--- src/hw/cps_pkg.sv ---
// Package: register map, bit positions and carrier types of the charger port status bank
package cps_pkg;

    // ------------------------------------------------------------
    // Register offsets
    // ------------------------------------------------------------
    localparam logic [7:0] CPS_ADDR_GENERAL_STATUS = 8'h11;
    localparam logic [7:0] CPS_ADDR_PROFILE_STATUS_FIRST = 8'h12;
    localparam logic [7:0] CPS_ADDR_PROFILE_STATUS_SECOND = 8'h13;

    // ------------------------------------------------------------
    // Field positions
    // ------------------------------------------------------------
    localparam int CPS_GEN_QUOTA_BIT = 7;
    localparam int CPS_GEN_CC_BIT = 4;
    localparam int CPS_GEN_THERMAL_REGULATION_FLAG_BIT = 3;
    localparam int CPS_GEN_LOW_CURRENT_FLAG_BIT = 2;
    localparam int CPS_GEN_REMOVAL_BIT = 1;
    localparam int CPS_GEN_ATTACH_BIT = 0;
    localparam int CPS_P1_NO_HANDSHAKE_FLAG_BIT = 7;
    localparam int CPS_P1_SOURCE_UNDERVOLTAGE_FLAG_BIT = 4;
    localparam int CPS_P1_CUSTOM_BIT = 3;
    localparam int CPS_P1_DCP_BIT = 2;
    localparam int CPS_P1_CDP_BIT = 1;
    localparam int CPS_P1_PT_BIT = 0;

    // Index into the clear-on-read flag vector
    localparam int CPS_COR_WIDTH = 5;
    localparam int CPS_COR_QUOTA = 4;
    localparam int CPS_COR_THERMAL_REGULATION_FLAG = 3;
    localparam int CPS_COR_LOW_CURRENT_FLAG = 2;
    localparam int CPS_COR_REMOVAL = 1;
    localparam int CPS_COR_ATTACH = 0;

    // ------------------------------------------------------------
    // Reset values and encodings
    // ------------------------------------------------------------
    localparam logic [7:0] CPS_STATUS_RESET = 8'h00;
    localparam logic [6:0] CPS_LEGACY_RESET = 7'h00;
    localparam logic [4:0] CPS_COR_RESET = 5'h00;
    localparam logic [1:0] CPS_QUOTA_REPORT = 2'h0;
    localparam logic [1:0] CPS_QUOTA_REPORT_DISCONNECT = 2'h1;

    // ------------------------------------------------------------
    // Carrier types
    // ------------------------------------------------------------
    typedef struct packed {
        logic rd_en;
        logic wr_en;
        logic [7:0] addr;
        logic [7:0] wdata;
    } cps_req_t;

    typedef struct packed {
        logic quota_reached;
        logic thermal_regulation_flag;
        logic low_current_flag;
        logic removal;
        logic attach;
        logic cc_region;
        logic vs_uvlo;
        logic custom_ok;
        logic dcp_ok;
        logic cdp_ok;
        logic pt_mode;
        logic no_handshake_flag;
        logic new_profile;
        logic [6:0] legacy_ok;
    } cps_evt_t;

    typedef struct packed {
        logic [1:0] quota_action_select;
        logic quota_counter_clear;
        logic quota_enable;
        logic alert_link;
        logic port_power_enable;
        logic mode_select_first;
        logic mode_change;
        logic dedicated_charge_cycle;
        logic hs_switch_charge_ctrl;
        logic custom_hs_closed;
        logic custom_trip_limit;
    } cps_cfg_t;

    typedef struct packed {
        logic [4:0] flags;
    } cps_cor_state_t;

    typedef struct packed {
        logic [7:0] rd_data;
        logic alert_n;
        logic attach_detect_n;
        logic no_handshake_flag;
        logic custom;
        logic dcp;
        logic cdp;
        logic pt;
        logic pt_armed;
        logic m1_prev;
        logic [6:0] legacy;
        logic hs_closed;
        logic trip_limit;
        logic hold_off;
    } cps_state_t;

endpackage

--- src/hw/cps_cor_flags.sv ---
// Clear-on-read sticky flags of the general status register
`timescale 1ns/100ps
`default_nettype none
module cps_cor_flags (
    input wire logic clk,
    input wire logic rst,
    input wire logic [cps_pkg::CPS_COR_WIDTH-1:0] set,
    input wire logic rd_clr,
    input wire logic [cps_pkg::CPS_COR_WIDTH-1:0] hw_clr,
    output logic [cps_pkg::CPS_COR_WIDTH-1:0] flags
);
    import cps_pkg::*;

    cps_cor_state_t s_q;
    cps_cor_state_t s_d;

    // Control clears win; a read never swallows a same-cycle event
    always_comb begin
        s_d = s_q;
        for (int i = 0; i < CPS_COR_WIDTH; i++) begin
            s_d.flags[i] = !hw_clr[i] && (set[i] || (s_q.flags[i] && !rd_clr)); // RULE20
        end
    end

    always_ff @(posedge clk or posedge rst) begin
        if (rst) begin
            s_q <= '{flags: CPS_COR_RESET};
        end else begin
            s_q <= s_d;
        end
    end

    assign flags = s_q.flags;

endmodule
`default_nettype wire

--- src/hw/cps_status_regs.sv ---
// Status register bank: general status and two profile status registers
//
// Notes on behaviour
// [RULE1] Quota flag sets; alerts host when action notifies
// [RULE2] Quota flag cleared by read, clear, disable
// [RULE3] Constant current bit is live region indication
// [RULE4] Thermal flag sticky; alerts only with link set
// [RULE5] Low current flag sticky; alerts only if linked
// [RULE6] Removal sets flag, releases attach detect
// [RULE7] Attach sets flag, asserts attach detect
// [RULE8] First profile bits never touch the alert or attach detect pins
// [RULE9] Profile flags clear on power off, mode, removal
// [RULE10] No handshake flag only in dedicated cycle
// [RULE11] Undervoltage bit live, holds power switch off
// [RULE12] Custom flag; switch and limit from custom
// [RULE13] DCP flag; switch from control, constant current
// [RULE14] CDP flag; switch closed, trip limiting
// [RULE15] Pass-through flag; switch closed, trip limiting
// [RULE16] Pass-through rearms only after mode toggle
// [RULE17] Legacy 3-7 flags set on accepted handshake
// [RULE18] Second profile register clears like first
// [RULE19] Legacy 1-2 flags set likewise
// [RULE20] Read clears flag unless same-cycle event
// [RULE21] Unused bits read zero; writes ignored
`timescale 1ns/100ps
`default_nettype none
module cps_status_regs (
    input wire logic clk,
    input wire logic rst,
    input wire cps_pkg::cps_req_t req,
    input wire cps_pkg::cps_evt_t evt,
    input wire cps_pkg::cps_cfg_t cfg,
    output logic [7:0] rd_data,
    output logic alert_n,
    output logic attach_detect_out_n,
    output logic hs_switch_closed,
    output logic trip_limit_mode,
    output logic port_switch_hold_off
);
    import cps_pkg::*;

    // ------------------------------------------------------------
    // Read decode
    // ------------------------------------------------------------
    logic rd_gen;
    logic [4:0] cor_set;
    logic [4:0] cor_hw_clr;
    logic [4:0] cor_q;
    logic prof_clr;
    logic quota_notify;

    assign rd_gen = req.rd_en && (req.addr == CPS_ADDR_GENERAL_STATUS); // RULE20
    assign cor_set = {evt.quota_reached, evt.thermal_regulation_flag, evt.low_current_flag, evt.removal, evt.attach}; // RULE4 RULE5
    // Only the quota flag has clears other than a read
    assign cor_hw_clr = {cfg.quota_counter_clear || !cfg.quota_enable, 4'h0}; // RULE2
    assign prof_clr = !cfg.port_power_enable || cfg.mode_change || evt.removal; // RULE9 RULE18
    assign quota_notify = (cfg.quota_action_select == CPS_QUOTA_REPORT)
        || (cfg.quota_action_select == CPS_QUOTA_REPORT_DISCONNECT);

    cps_cor_flags u_cor (
        .clk(clk),
        .rst(rst),
        .set(cor_set),
        .rd_clr(rd_gen),
        .hw_clr(cor_hw_clr),
        .flags(cor_q)
    );

    cps_state_t s_q;
    cps_state_t s_d;

    // ------------------------------------------------------------
    // Next state
    // ------------------------------------------------------------
    always_comb begin
        s_d = s_q;
        // Read data; writes to these registers are simply dropped
        s_d.rd_data = 8'h00; // RULE21
        if (req.rd_en) begin
            case (req.addr)
                CPS_ADDR_GENERAL_STATUS: begin
                    s_d.rd_data[CPS_GEN_QUOTA_BIT] = cor_q[CPS_COR_QUOTA];
                    s_d.rd_data[CPS_GEN_CC_BIT] = evt.cc_region; // RULE3
                    s_d.rd_data[CPS_GEN_THERMAL_REGULATION_FLAG_BIT] = cor_q[CPS_COR_THERMAL_REGULATION_FLAG];
                    s_d.rd_data[CPS_GEN_LOW_CURRENT_FLAG_BIT] = cor_q[CPS_COR_LOW_CURRENT_FLAG];
                    s_d.rd_data[CPS_GEN_REMOVAL_BIT] = cor_q[CPS_COR_REMOVAL];
                    s_d.rd_data[CPS_GEN_ATTACH_BIT] = cor_q[CPS_COR_ATTACH];
                end
                CPS_ADDR_PROFILE_STATUS_FIRST: begin
                    s_d.rd_data[CPS_P1_NO_HANDSHAKE_FLAG_BIT] = s_q.no_handshake_flag;
                    s_d.rd_data[CPS_P1_SOURCE_UNDERVOLTAGE_FLAG_BIT] = evt.vs_uvlo; // RULE11
                    s_d.rd_data[CPS_P1_CUSTOM_BIT] = s_q.custom;
                    s_d.rd_data[CPS_P1_DCP_BIT] = s_q.dcp;
                    s_d.rd_data[CPS_P1_CDP_BIT] = s_q.cdp;
                    s_d.rd_data[CPS_P1_PT_BIT] = s_q.pt;
                end
                CPS_ADDR_PROFILE_STATUS_SECOND: begin
                    s_d.rd_data = {1'b0, s_q.legacy};
                end
                default: begin
                    s_d.rd_data = CPS_STATUS_RESET;
                end
            endcase
        end

        // Alert pin follows only the general status flags; attach detect follows the attach and removal events
        s_d.alert_n = !((cor_q[CPS_COR_QUOTA] && quota_notify) // RULE1
            || (cfg.alert_link && (cor_q[CPS_COR_THERMAL_REGULATION_FLAG] || cor_q[CPS_COR_LOW_CURRENT_FLAG]))); // RULE4 RULE5 RULE8
        if (evt.attach) begin
            s_d.attach_detect_n = 1'b0; // RULE7
        end else if (evt.removal) begin
            s_d.attach_detect_n = 1'b1; // RULE6
        end

        // Pass-through rearm on a toggle of the first mode select
        s_d.m1_prev = cfg.mode_select_first;
        if ((cfg.mode_select_first != s_q.m1_prev) || cfg.mode_change) begin
            s_d.pt_armed = 1'b1; // RULE16
        end else if (evt.removal) begin
            s_d.pt_armed = 1'b0; // RULE16
        end

        // Profile flags; a clear condition outranks a same-cycle accept
        if (prof_clr) begin
            s_d.custom = 1'b0; // RULE9
            s_d.dcp = 1'b0;
            s_d.cdp = 1'b0;
            s_d.pt = 1'b0;
            s_d.legacy = CPS_LEGACY_RESET; // RULE18
        end else begin
            s_d.custom = s_q.custom || evt.custom_ok; // RULE12
            s_d.dcp = s_q.dcp || evt.dcp_ok; // RULE13
            s_d.cdp = s_q.cdp || evt.cdp_ok; // RULE14
            s_d.pt = s_q.pt || (evt.pt_mode && s_q.pt_armed); // RULE15 RULE16
            s_d.legacy = s_q.legacy | evt.legacy_ok; // RULE17 RULE19
        end

        // Any accepted profile drops it too, so it never stands beside one
        if (evt.new_profile || !cfg.dedicated_charge_cycle
            || s_d.custom || s_d.dcp || s_d.cdp || s_d.pt || (|s_d.legacy)) begin
            s_d.no_handshake_flag = 1'b0; // RULE10
        end else if (evt.no_handshake_flag) begin
            s_d.no_handshake_flag = 1'b1; // RULE10
        end

        // Switch and limit mode from the accepted profile
        s_d.hs_closed = 1'b0;
        s_d.trip_limit = 1'b0;
        if (s_q.cdp || s_q.pt) begin
            s_d.hs_closed = 1'b1; // RULE14 RULE15
            s_d.trip_limit = 1'b1;
        end else if (s_q.dcp) begin
            s_d.hs_closed = cfg.hs_switch_charge_ctrl; // RULE13
        end else if (s_q.custom) begin
            s_d.hs_closed = cfg.custom_hs_closed; // RULE12
            s_d.trip_limit = cfg.custom_trip_limit;
        end else if (|s_q.legacy) begin
            s_d.hs_closed = cfg.hs_switch_charge_ctrl; // RULE17 RULE19
            s_d.trip_limit = cfg.custom_trip_limit;
        end
        s_d.hold_off = evt.vs_uvlo; // RULE11
    end

    // ------------------------------------------------------------
    // State register
    // ------------------------------------------------------------
    always_ff @(posedge clk or posedge rst) begin
        if (rst) begin
            s_q <= '{rd_data: CPS_STATUS_RESET, alert_n: 1'b1, attach_detect_n: 1'b1,
                     no_handshake_flag: 1'b0, custom: 1'b0, dcp: 1'b0, cdp: 1'b0, pt: 1'b0,
                     pt_armed: 1'b1, m1_prev: 1'b0, legacy: CPS_LEGACY_RESET,
                     hs_closed: 1'b0, trip_limit: 1'b0, hold_off: 1'b0};
        end else begin
            s_q <= s_d;
        end
    end

    assign rd_data = s_q.rd_data;
    assign alert_n = s_q.alert_n;
    assign attach_detect_out_n = s_q.attach_detect_n;
    assign hs_switch_closed = s_q.hs_closed;
    assign trip_limit_mode = s_q.trip_limit;
    assign port_switch_hold_off = s_q.hold_off;
endmodule
`default_nettype wire

--- config.mk ---
export PLATFORM = sky130hd
export DESIGN_NAME = cps_status_regs
export DESIGN_NICKNAME = d
export VERILOG_FILES = /design/src/hw/cps_pkg.sv /design/src/hw/cps_cor_flags.sv /design/src/hw/cps_status_regs.sv
export SDC_FILE = /design/constraint.sdc
export NUM_CORES = 1
export LEC_CHECK = 0
export BUFFER_PORTS_ARGS = -buffer_cell sky130_fd_sc_hd__buf_2
export CAP_MARGIN = 30
export CORE_MARGIN = 3
export CORE_UTILIZATION = 35
export CTS_CLUSTER_DIAMETER = 150
export CTS_CLUSTER_SIZE = 24
export DETAILED_ROUTE_END_ITERATION = 6
export PLACE_DENSITY = 0.61
export SLEW_MARGIN = 20
export SYNTH_ARGS = -nofsm -noshare
export SYNTH_HDL_FRONTEND = slang
export SYNTH_SLANG_ARGS = --single-unit
--- constraint.sdc ---
create_clock -name clk -period 1.75 [get_ports clk]
set_clock_uncertainty 0.1 [all_clocks]
set_input_delay 0.175 -clock clk [delete_from_list [all_inputs] [get_ports clk]]
set_output_delay 0.175 -clock clk [all_outputs]
set_load 0.1 [all_outputs]
# After elaboration in Yosys (flattened, before gate mapping)
# Cells that the tools add are included.
# word_totals
ff_bits	32
inputBits	52
out_inout_bits	13
word_cells	83
# op_classes
n_eq_ne	5
n_mux	17
n_bitwise	1
reduce_logical	45
# ops
operator	n
8-bit by 5-bit equality test with 1-bit output, second input constant	3
1-bit logical OR	23
5-bit one-hot mux with 3 select lines	1
7-bit OR reduction	2
1-bit logical AND	10
1-bit two-way mux	8
2-bit two-way mux	4
8-bit two-way mux	1
7-bit two-way mux	1
7-bit OR	1
1-bit logical NOT	6
2-bit nonzero test	3
4-bit two-way mux	1
2-bit by 1-bit equality test with 1-bit output, second input constant	1
2-bit logical NOT	1
1-bit one-hot mux with 2 select lines	1
1-bit inequality test	1

# Logic depth before layout (Yosys ltp)
# Gate-level depths: netlist of the first run.
# logic_depth
depth_word	10
ltp_mapped	4
ltp_nobuf	3

# Cells and area by module
# A second synthesis of the first run with hierarchy kept.
# hier_totals
hier_cells	139
area_unflattened_um2	1433.9
# modules_own_cells
mod	n_inst	cells_per_inst	area_per_inst_um2
cps_status_regs	1	118	1211.2
cps_cor_flags	1	21	222.7

# Least setup slack after synthesis of the first run
# No wires, ideal clock.
# synth_timing
kind	reg2reg
from	reg s_q[8] (netlist bit)
to	reg s_q (netlist bit trip_limit_mode)
setup_ps	125
arrival_time_ps	1071
required_time_ps	1525
setup_slack_ps	455
stages_incl_launch_ff	4
cell_sequence	dfrtp_1 or4_1 nor2_1 o21ai_1
# synth_rtl
element	line	text
start: declaration	cps_status_regs.sv:69	cps_state_t s_q;
start signal: assignment	cps_status_regs.sv:169	s_q <= '{rd_data: CPS_STATUS_RESET, alert_n: 1'b1, attach_detect_n: 1'b1,

# Worst setup path in the final report of the first run
# layout_timing
from	reg s_q (netlist bit attach_detect_out_n)
to	out attach_detect_out_n
# layout_rtl
element	line	text
end: declaration	cps_status_regs.sv:35	output logic attach_detect_out_n,
# No word-level cell between the ends.

==> results.md, run 1 <==
- The post-synth net total is 183.
- The pin count of the biggest net entering global routing is 33.
- Clock latency on the worst-skew pair, taken at its later pin, is 280 ps.
- The chip width is 68.9 um.
- Sequential cells account for 48.1% of the total power.
- Sequential elements use 58.1% of the synthesized area.
- Dividing the synthesized area by the synthesized cell count gives 10.6 um2.
- For this block, the initial DRC count from the detailed router was 48.
- The kind of cell with the highest combined delay on the critical path is flip-flops.
- In this run the critical register-to-register path is launched from s_q[7].
- Detailed placement finished with a half-perimeter wire length of 2250 um.
- The I/O pin count is 65.
- The gate count of the mapped netlist is 131.
- The worst hold path terminates at s_q[11].
- The category of the worst setup path launch point is a flop.
- Buffers placed on the I/O ports in this run total 54.
- The cell at the slowest stage of the critical path is sky130_fd_sc_hd__dfstp_2.
- Setup repair after global routing left no endpoint under its margin.
- The max-slew violation total from the final report was 0.
- For the worst setup path, the data required time is 1470 ps.
- The clock sink count is 32.
- In this run the core area contains 22 standard-cell rows.
- The via count of the first global-routing pass is 1025.
- The number of synthesized flops with an enable pin is 0.
- The worst register-to-register path has a setup slack of 350 ps.
- The worst-case IR drop observed on VDD is 0.000427 V.
- For the finished layout, the period the worst path requires is 1490 ps.
- The maximum number of buffers from clock root to sink is 2.
- The analysis attributes to cell leakage a power of 0.912 nW.
- The post-detailed-route DRC marker count is 0.
- The number of placed cells counting well taps is 223.
- After filler insertion, the fill cell instance count of the layout stands at 380.
- Synthesis instantiated 30 different standard cells from the library.
- In the global route stage, overall resource usage came out at 13.1%.
- For this run, the slowest stage of the critical path takes 530 ps.
- The total overflow left after global routing is 0.
- Of all cell types, the one taking the most synthesized area is sky130_fd_sc_hd__dfrtp_1.
- The clock tree from TritonCTS is built.
- Internal power comes to 1.21 mW.
- The weighted congestion at the end of routability-driven global placement is 0.764.
- The routed length on met2 is 1240 um.
- The final count of negative-setup-slack endpoints is 0.
- The initial antenna violation count was 0.
- CTS placed an instance of sky130_fd_sc_hd__clkbuf_8 at the clock tree root.
- The first-pass detailed-route iteration total is 4.
- The combined flip-flop and latch cell area is 805 um2.
- The multi-input gate area in the final layout is 467 um2.
- The combinational fraction of design power is 15.0%.
- The kind of capture point of the worst setup path is an output pin.
- Routed signal wires occupy layers up through met4.
- In the final routed layout, each cell accounts on average for 12.1 um.
- Using the TritonRoute via totals, the vias-per-cell ratio works out to 4.63.
- Walking the worst path, the cells encountered are buf_2.
- The die covers 4750 um2.
- Buffers inserted during clock tree synthesis total 5.
- The most used flip-flop cell after synthesis is sky130_fd_sc_hd__dfrtp_1.
- The number of vias after detailed routing is 1101.
- The arrival time reported for the critical path endpoint is 1220 ps.
- The number of synthesized register bits is 32.
- Static timing analysis puts the maximum clock frequency at 670 MHz.
- The buffers plus inverters on the worst setup path is 1.
- In this run the worst hold path is classified as in -> reg.
- The total power density per cell area is 896 nW/um2.
- The capture instance of the worst register-to-register path is trip_limit_mode.
- The share of post-route cells with drive strength above 1 is 37.9%.
- In the layout the commonest cells are sky130_fd_sc_hd__buf_2 (54), sky130_fd_sc_hd__nor2_1 (31), sky130_fd_sc_hd__dfrtp_1 (29), sky130_fd_sc_hd__inv_1 (8).
- The diode insertion count for antenna repair is 0.
- The number of gates given a new drive strength after cts is 0.
- The flow ran to the end, and the final reports show no timing, DRC or antenna violations.
- Yosys attributes the largest share of cell area to sky130_fd_sc_hd__dfrtp_1 (52%), sky130_fd_sc_hd__nor2_1 (8.4%), sky130_fd_sc_hd__dfstp_2 (5.7%).
- Counting instances, the worst hold path has a depth of 3.
- In this run switching power makes up 25.2% of total power.
- The count of max-cap constraint violations is 0.
- The power spent charging and discharging nets is 0.409 mW.
- The commonest non-fill, non-tap cell in the layout is sky130_fd_sc_hd__buf_2.
- The routed length on met3 is 257 um.
- The critical path is of the reg -> out type.
- The share of the clock period used by the worst path after layout is 85.3%.
- The critical hold path startpoint is cfg[4].
- The share of synthesized area in the top cell type comes to 52.4%.
- The floorplan step defined a core boundary enclosing 3740 um2.
- The number of routed nets with antenna violations is 0.
- Along the worst path, the maximum fanout reaches 2.
- The first-pass GRT wire length is 4460 um.
- Buffers inserted to repair hold after CTS numbered 7.
- For this block, wires on met1 add up to 1330 um.
- The starting density of the core is 37.0%.
- For this run, the post-layout net count is 241.
- The final-report hold violation count came to 0.
- The netlist area before placement is 1390 um2.
- Summed over all failing endpoints, the final setup total negative slack is 0 ps.
- The final layout contains routed wiring with a total length of 2870 um.
- The register clock-pin slew on the reported worst setup and hold paths is 60 ps.
- The die is 68.9 um tall.
- The clock network fraction of total power is 36.9%.
- The total number of yosys warnings is 0.
- The async set-or-reset flop fraction in the synthesized netlist is 100%.
- The growth of design area from synthesis to finish is 30.6%.
- The H-tree was split into 2 levels.
- The measured slew at the worst slew-check pin is 487 ps.
- The max-slew headroom at the worst pin is 67.7%.
- The finished layout holds 238 standard cells, fillers aside.
- The number of post-CTS setup repair buffers is 0.
- The depth of the worst register-to-register path is 3.
-- metrics by stage --
stage	util, %	power (mW)	cell area, um2	hold WS, ps	setup WS, ps
after CTS	48.3	1.64	1810	19.2	245
final	48.3	1.62	1810	20.7	256
after detailed placement	43.8	1.03	1640	176	355
after global placement	43.8	1.02	1640	165	374
after floorplan	-	0.951	1390	106	455
after global routing	48.3	1.71	1810	19.3	217
-- logic make-up (layout without fill, tap and decap cells) --
logic type / after synthesis / in the layout / share of synthesized area [%]
and+or+nand+nor: 53 / 53 / 18.1
DFF: 32 / 32 / 58.1
buffers and inverters: 19 / 78 / 8.22
AOI/OAI and AO/OA: 21 / 21 / 10.9
xor gates and xnor gates: 1 / 1 / 0.632
muxes: 5 / 5 / 4.06
-- worst max-delay path by stage --
stage                                   start             endpoint  slack, ps  cells after the start
after floorplan                        s_q[8]      trip_limit_mode        450                      3
after global placement                 s_q[7]      trip_limit_mode        370                      3
after detailed placement               s_q[7]      trip_limit_mode        360                      3
after CTS                 attach_detect_out_n  attach_detect_out_n        240                      1
after global routing      attach_detect_out_n  attach_detect_out_n        220                      1
final                     attach_detect_out_n  attach_detect_out_n        260                      1
-- registers in the layout, summed over array words and instances, names as in the netlist --
signal / count
rd_data: 8
s_q: 14
attach_detect_out_n: 1
trip_limit_mode: 1
alert_n: 1
hs_switch_closed: 1
u_cor.flags: 5
port_switch_hold_off: 1
-- final cells by class --
class	instances	share of cell area, %
Sequential cell	32	44.5
Multi-Input combinational cell	80	25.8
Inverter	8	1.66
Timing Repair Buffer	62	19.2
Clock buffer	8	5.53
Tap cell	48	3.32
-- power groups by stage --
stage | registers, mW | clock network, mW | logic (mW)
2_1_floorplan | 0.867 | 0 | 0.0837
3_3_place_gp | 0.793 | 0 | 0.228
6_report | 0.780 | 0.599 | 0.243
5_1_grt | 0.782 | 0.661 | 0.263
4_1_cts | 0.780 | 0.614 | 0.246
3_5_place_dp | 0.794 | 0 | 0.233
-- synth_stat cells (2+ instances only) --
cell,number
sky130_fd_sc_hd__nor2_1,31
sky130_fd_sc_hd__inv_1,8
sky130_fd_sc_hd__mux2_2,5
sky130_fd_sc_hd__a21o_1,4
sky130_fd_sc_hd__nor2b_1,2
sky130_fd_sc_hd__nor4_1,3
sky130_fd_sc_hd__nand2_1,5
sky130_fd_sc_hd__nor3_1,3
sky130_fd_sc_hd__dfrtp_1,29
sky130_fd_sc_hd__buf_4,9
sky130_fd_sc_hd__a22oi_1,6
sky130_fd_sc_hd__o21ai_1,2
sky130_fd_sc_hd__a21oi_1,3
sky130_fd_sc_hd__or4_1,2
sky130_fd_sc_hd__nand2b_1,2
sky130_fd_sc_hd__dfstp_2,3
-- routing by layer --
layer | vias to the layer above | global-route usage [%]
met1 | 500 | 16.5
li1 | 552 | -
met3 | 6 | 4.86
met4 | 0 | 5.11
met5 | - | 0
met2 | 43 | 20.2
Note: power is estimated with default switching activity, not from simulation.
==> inputs of run 2 (changes only) <==
--- a/config.mk
+++ b/config.mk
@@ -9,7 +9,7 @@
 export CAP_MARGIN = 30
 export CORE_MARGIN = 3
 export CORE_UTILIZATION = 35
-export CTS_CLUSTER_DIAMETER = 150
+export CTS_CLUSTER_DIAMETER = 50
 export CTS_CLUSTER_SIZE = 24
 export DETAILED_ROUTE_END_ITERATION = 6
 export PLACE_DENSITY = 0.61
==> constraint.sdc (replaced) <==
create_clock -name clk -period 1.75 [get_ports clk]
set_clock_uncertainty 0.1 [all_clocks]
set_input_delay 0 -clock clk [delete_from_list [all_inputs] [get_ports clk]]
set_output_delay 0 -clock clk [all_outputs]
set_load 0.1 [all_outputs]
==> results.md, run 2 (synthesized netlist as in run 1, its figures left out) <==
- Compared with the post-synthesis result, the final layout area differs by 48.9%.
- The max-slew violation total from the final report came to 0.
- The reg-to-reg critical path startpoint is u_cor.flags[4].
- VDD sags by at most 0.000552 V.
- The clock latency on the worst-skew pair is 270 ps.
- The chip width is 68.9 um.
- The number of buffers added by the clock tree synthesis step is 5.
- The worst setup path is captured at a flop.
- The final setup TNS is 0 ps.
- The post-detailed-route DRC marker count is 0.
- The arrival time reported for the critical path endpoint is 1560 ps.
- The slack of the worst reg-to-reg path is 250 ps.
- The slowest stage of the critical path belongs to the cell sky130_fd_sc_hd__dlygate4sd3_1.
- The final layout net count is 267.
- The depth of the worst register-to-register path is 3.
- Once the floorplan was initialized, standard cells occupied 37.0% of the core.
- The overall die area is 4750 um2.
- The top fanout value on the critical path is 3.
- The first-pass GRT wire length is 5120 um.
- In this run, the clock network consumes 34.3% of the power.
- Wire segments on met2 add up to 1540 um in the final route.
- The upper clock frequency limit is 666 MHz.
- For this design the ratio of total power to cell area is 790 nW/um2.
- Per report_power, the sequential group accounts for 47.9% of the total.
- Setup repair after global routing left no endpoint under its margin.
- The commonest non-fill, non-tap cell in the layout is sky130_fd_sc_hd__buf_2.
- No sink is reached through more buffers than the 2 on the longest clock path.
- The clock net in this run drives a total of 32 sinks.
- The via count of the first global-routing pass is 1186.
- The diode insertion count for antenna repair is 0.
- The largest register by flop count is s_q.
- The analysis attributes to cell leakage a power of 1.02 nW.
- The highest cell delay on the worst timing path is 550 ps.
- The data required time of the critical path is 1810 ps.
- The cell-internal power is 1.21 mW.
- After global routing the overflow that remains totals 0.
- Leaving out fill and tap cells, the most frequent cells in the layout are sky130_fd_sc_hd__buf_2 (54), sky130_fd_sc_hd__dlygate4sd3_1 (33), sky130_fd_sc_hd__nor2_1 (31), sky130_fd_sc_hd__dfrtp_1 (29), sky130_fd_sc_hd__inv_1 (8).
- The final total power is 1.63 mW.
- The routed length on met3 is 259 um.
- The class of the most critical hold timing path is in -> reg.
- The tool flagged a number of max-cap violations equal to 0.
- In this run switching power makes up 25.9% of total power.
- The floorplan step defined a core boundary enclosing 3740 um2.
- The critical setup path kind is reg -> reg.
- The number of routed nets with antenna violations is 0.
- The register clock-pin slew on the reported worst setup and hold paths is 60 ps.
- The multi-input gate area in the final layout is 467 um2.
- The power spent charging and discharging nets is 0.422 mW.
- Headroom to the max-slew limit came out at 67.6%.
- TritonCTS built the clock tree.
- The final count of negative-setup-slack endpoints is 0.
- The utilization of the core after routing is 55.1%.
- The detailed router finished its first iteration with 59 violations.
- The worst setup path is launched from a flop.
- The final reports fail on hold timing.
- The combined flip-flop and latch cell area is 805 um2.
- The mean routed wirelength per cell is 12.1 um.
- The number of vias after detailed routing is 1214.
- Following the worst setup path forward leads to its endpoint at u_cor.flags[4].
- The first detailed-routing pass took 4 iterations.
- The number of fill cells is 367.
- The count of buffers added on input and output ports is 54.
- The y dimension of the die is 68.9 um.
- Summed over all layers, the routed wires come to 3210 um.
- The post-layout minimum cycle time is 1500 ps.
- The combinational fraction of design power is 17.8%.
- Detailed placement ended at an HPWL of 2260 um.
- The I/O pin count is 65.
- The signal on the critical path passes through and3_1, a32o_1, dlygate4sd3_1.
- The register with the most flip-flops in the layout has 14 of them.
- The initial antenna violation count is 0.
- The pin count of the biggest net entering global routing is 33.
- At the pin with the least slew margin, the transition time is 489 ps.
- The wire length on met1 is 1390 um.
- The tightest hold path in the finished design has a slack of -40.3 ps.
- The capture instance of the worst register-to-register path is u_cor.flags[4].
- Cells with a size suffix above 1 make up 33.8% of the layout.
- The root buffer cell chosen for the clock tree is sky130_fd_sc_hd__clkbuf_8.
- The number of H-tree levels is 2.
- The timing startpoint of the critical path is u_cor.flags[4].
- The worst path uses 85.9% of the clock period.
- In this run the core area contains 22 standard-cell rows.
- The final-report hold violation count is 1.
- The weighted congestion at the end of routability-driven global placement is 0.748.
- In the global route stage, overall resource usage came out at 14.9%.
- The flow ran to the end, but the final reports show violations.
- The mean number of vias per cell is 4.60.
- The highest routing layer actually used is met4.
run 2: cell count changes in the layout (fill, tap and decap cells not counted), sizes merged:
cell	previous run	this run
clkbuf	8	6
dlygate4sd3	7	33
clkinv	0	2
run 2: critical path: cells and delay by family (launching register included):
kind | cells | cell delay, ps
buffers and inverters | 1 | 550
and+or+nand+nor | 1 | 150
DFF | 1 | 390
AOI/OAI and AO/OA | 1 | 200
run 2: stage by stage:
stage	setup slack, ps	hold slack [ps]	cell area [um2]	cells
after CTS	75.4	51.2	2070	265
after global routing	194	33.6	2060	264
after floorplan	455	-68.6	1390	131
after global placement	384	-10.8	1640	223
after detailed placement	378	-4.73	1640	223
final	248	-40.3	2060	264
run 2: cell type report:
| cell class | count | area share [%] |
|---|---|---|
| clock buffer | 6 | 4.00 |
| clock inverter | 2 | 0.485 |
| inverter | 8 | 1.46 |
| multi-input combinational | 80 | 22.6 |
| sequential | 32 | 39.0 |
| tap | 48 | 2.91 |
| timing repair buffer | 88 | 29.5 |
run 2: worst min path at each step:
stage / startpoint / end / slack, ps / cells past startpoint
finish: req[8] / rd_data[4] / -40 / 3
global route: req[8] / rd_data[4] / 30 / 3
CTS: req[13] / rd_data[4] / 50 / 4
detailed placement: rst / rd_data[6] / -5 / 3
global placement: rst / rd_data[6] / -10 / 3
floorplan: evt[13] / port_switch_hold_off / -70 / 0
run 2: per-layer routing:
metal  vias to the layer above  global-route usage (%)
met1                       554                    17.9
li1                        608                       -
met2                        50                    25.2
met3                         2                    3.57
met5                         -                       0
met4                         0                    6.57
run 2: repair_timing:
| action | 4_1_cts | 5_1_grt |
|---|---|---|
| endpoints found under the hold margin | 62 | 0 |
| hold buffers | 34 | 0 |
| setup buffers | 0 | 0 |
| gates resized for setup | 0 | 0 |
| endpoints found under the setup margin | 0 | 1 |
run 2: power by group through the flow:
stage | sequential [mW] | clock (mW) | combinational (mW)
6_report | 0.780 | 0.559 | 0.290
5_1_grt | 0.782 | 0.616 | 0.316
4_1_cts | 0.780 | 0.572 | 0.293
3_5_place_dp | 0.793 | 0 | 0.233
3_3_place_gp | 0.792 | 0 | 0.229
2_1_floorplan | 0.867 | 0 | 0.0837
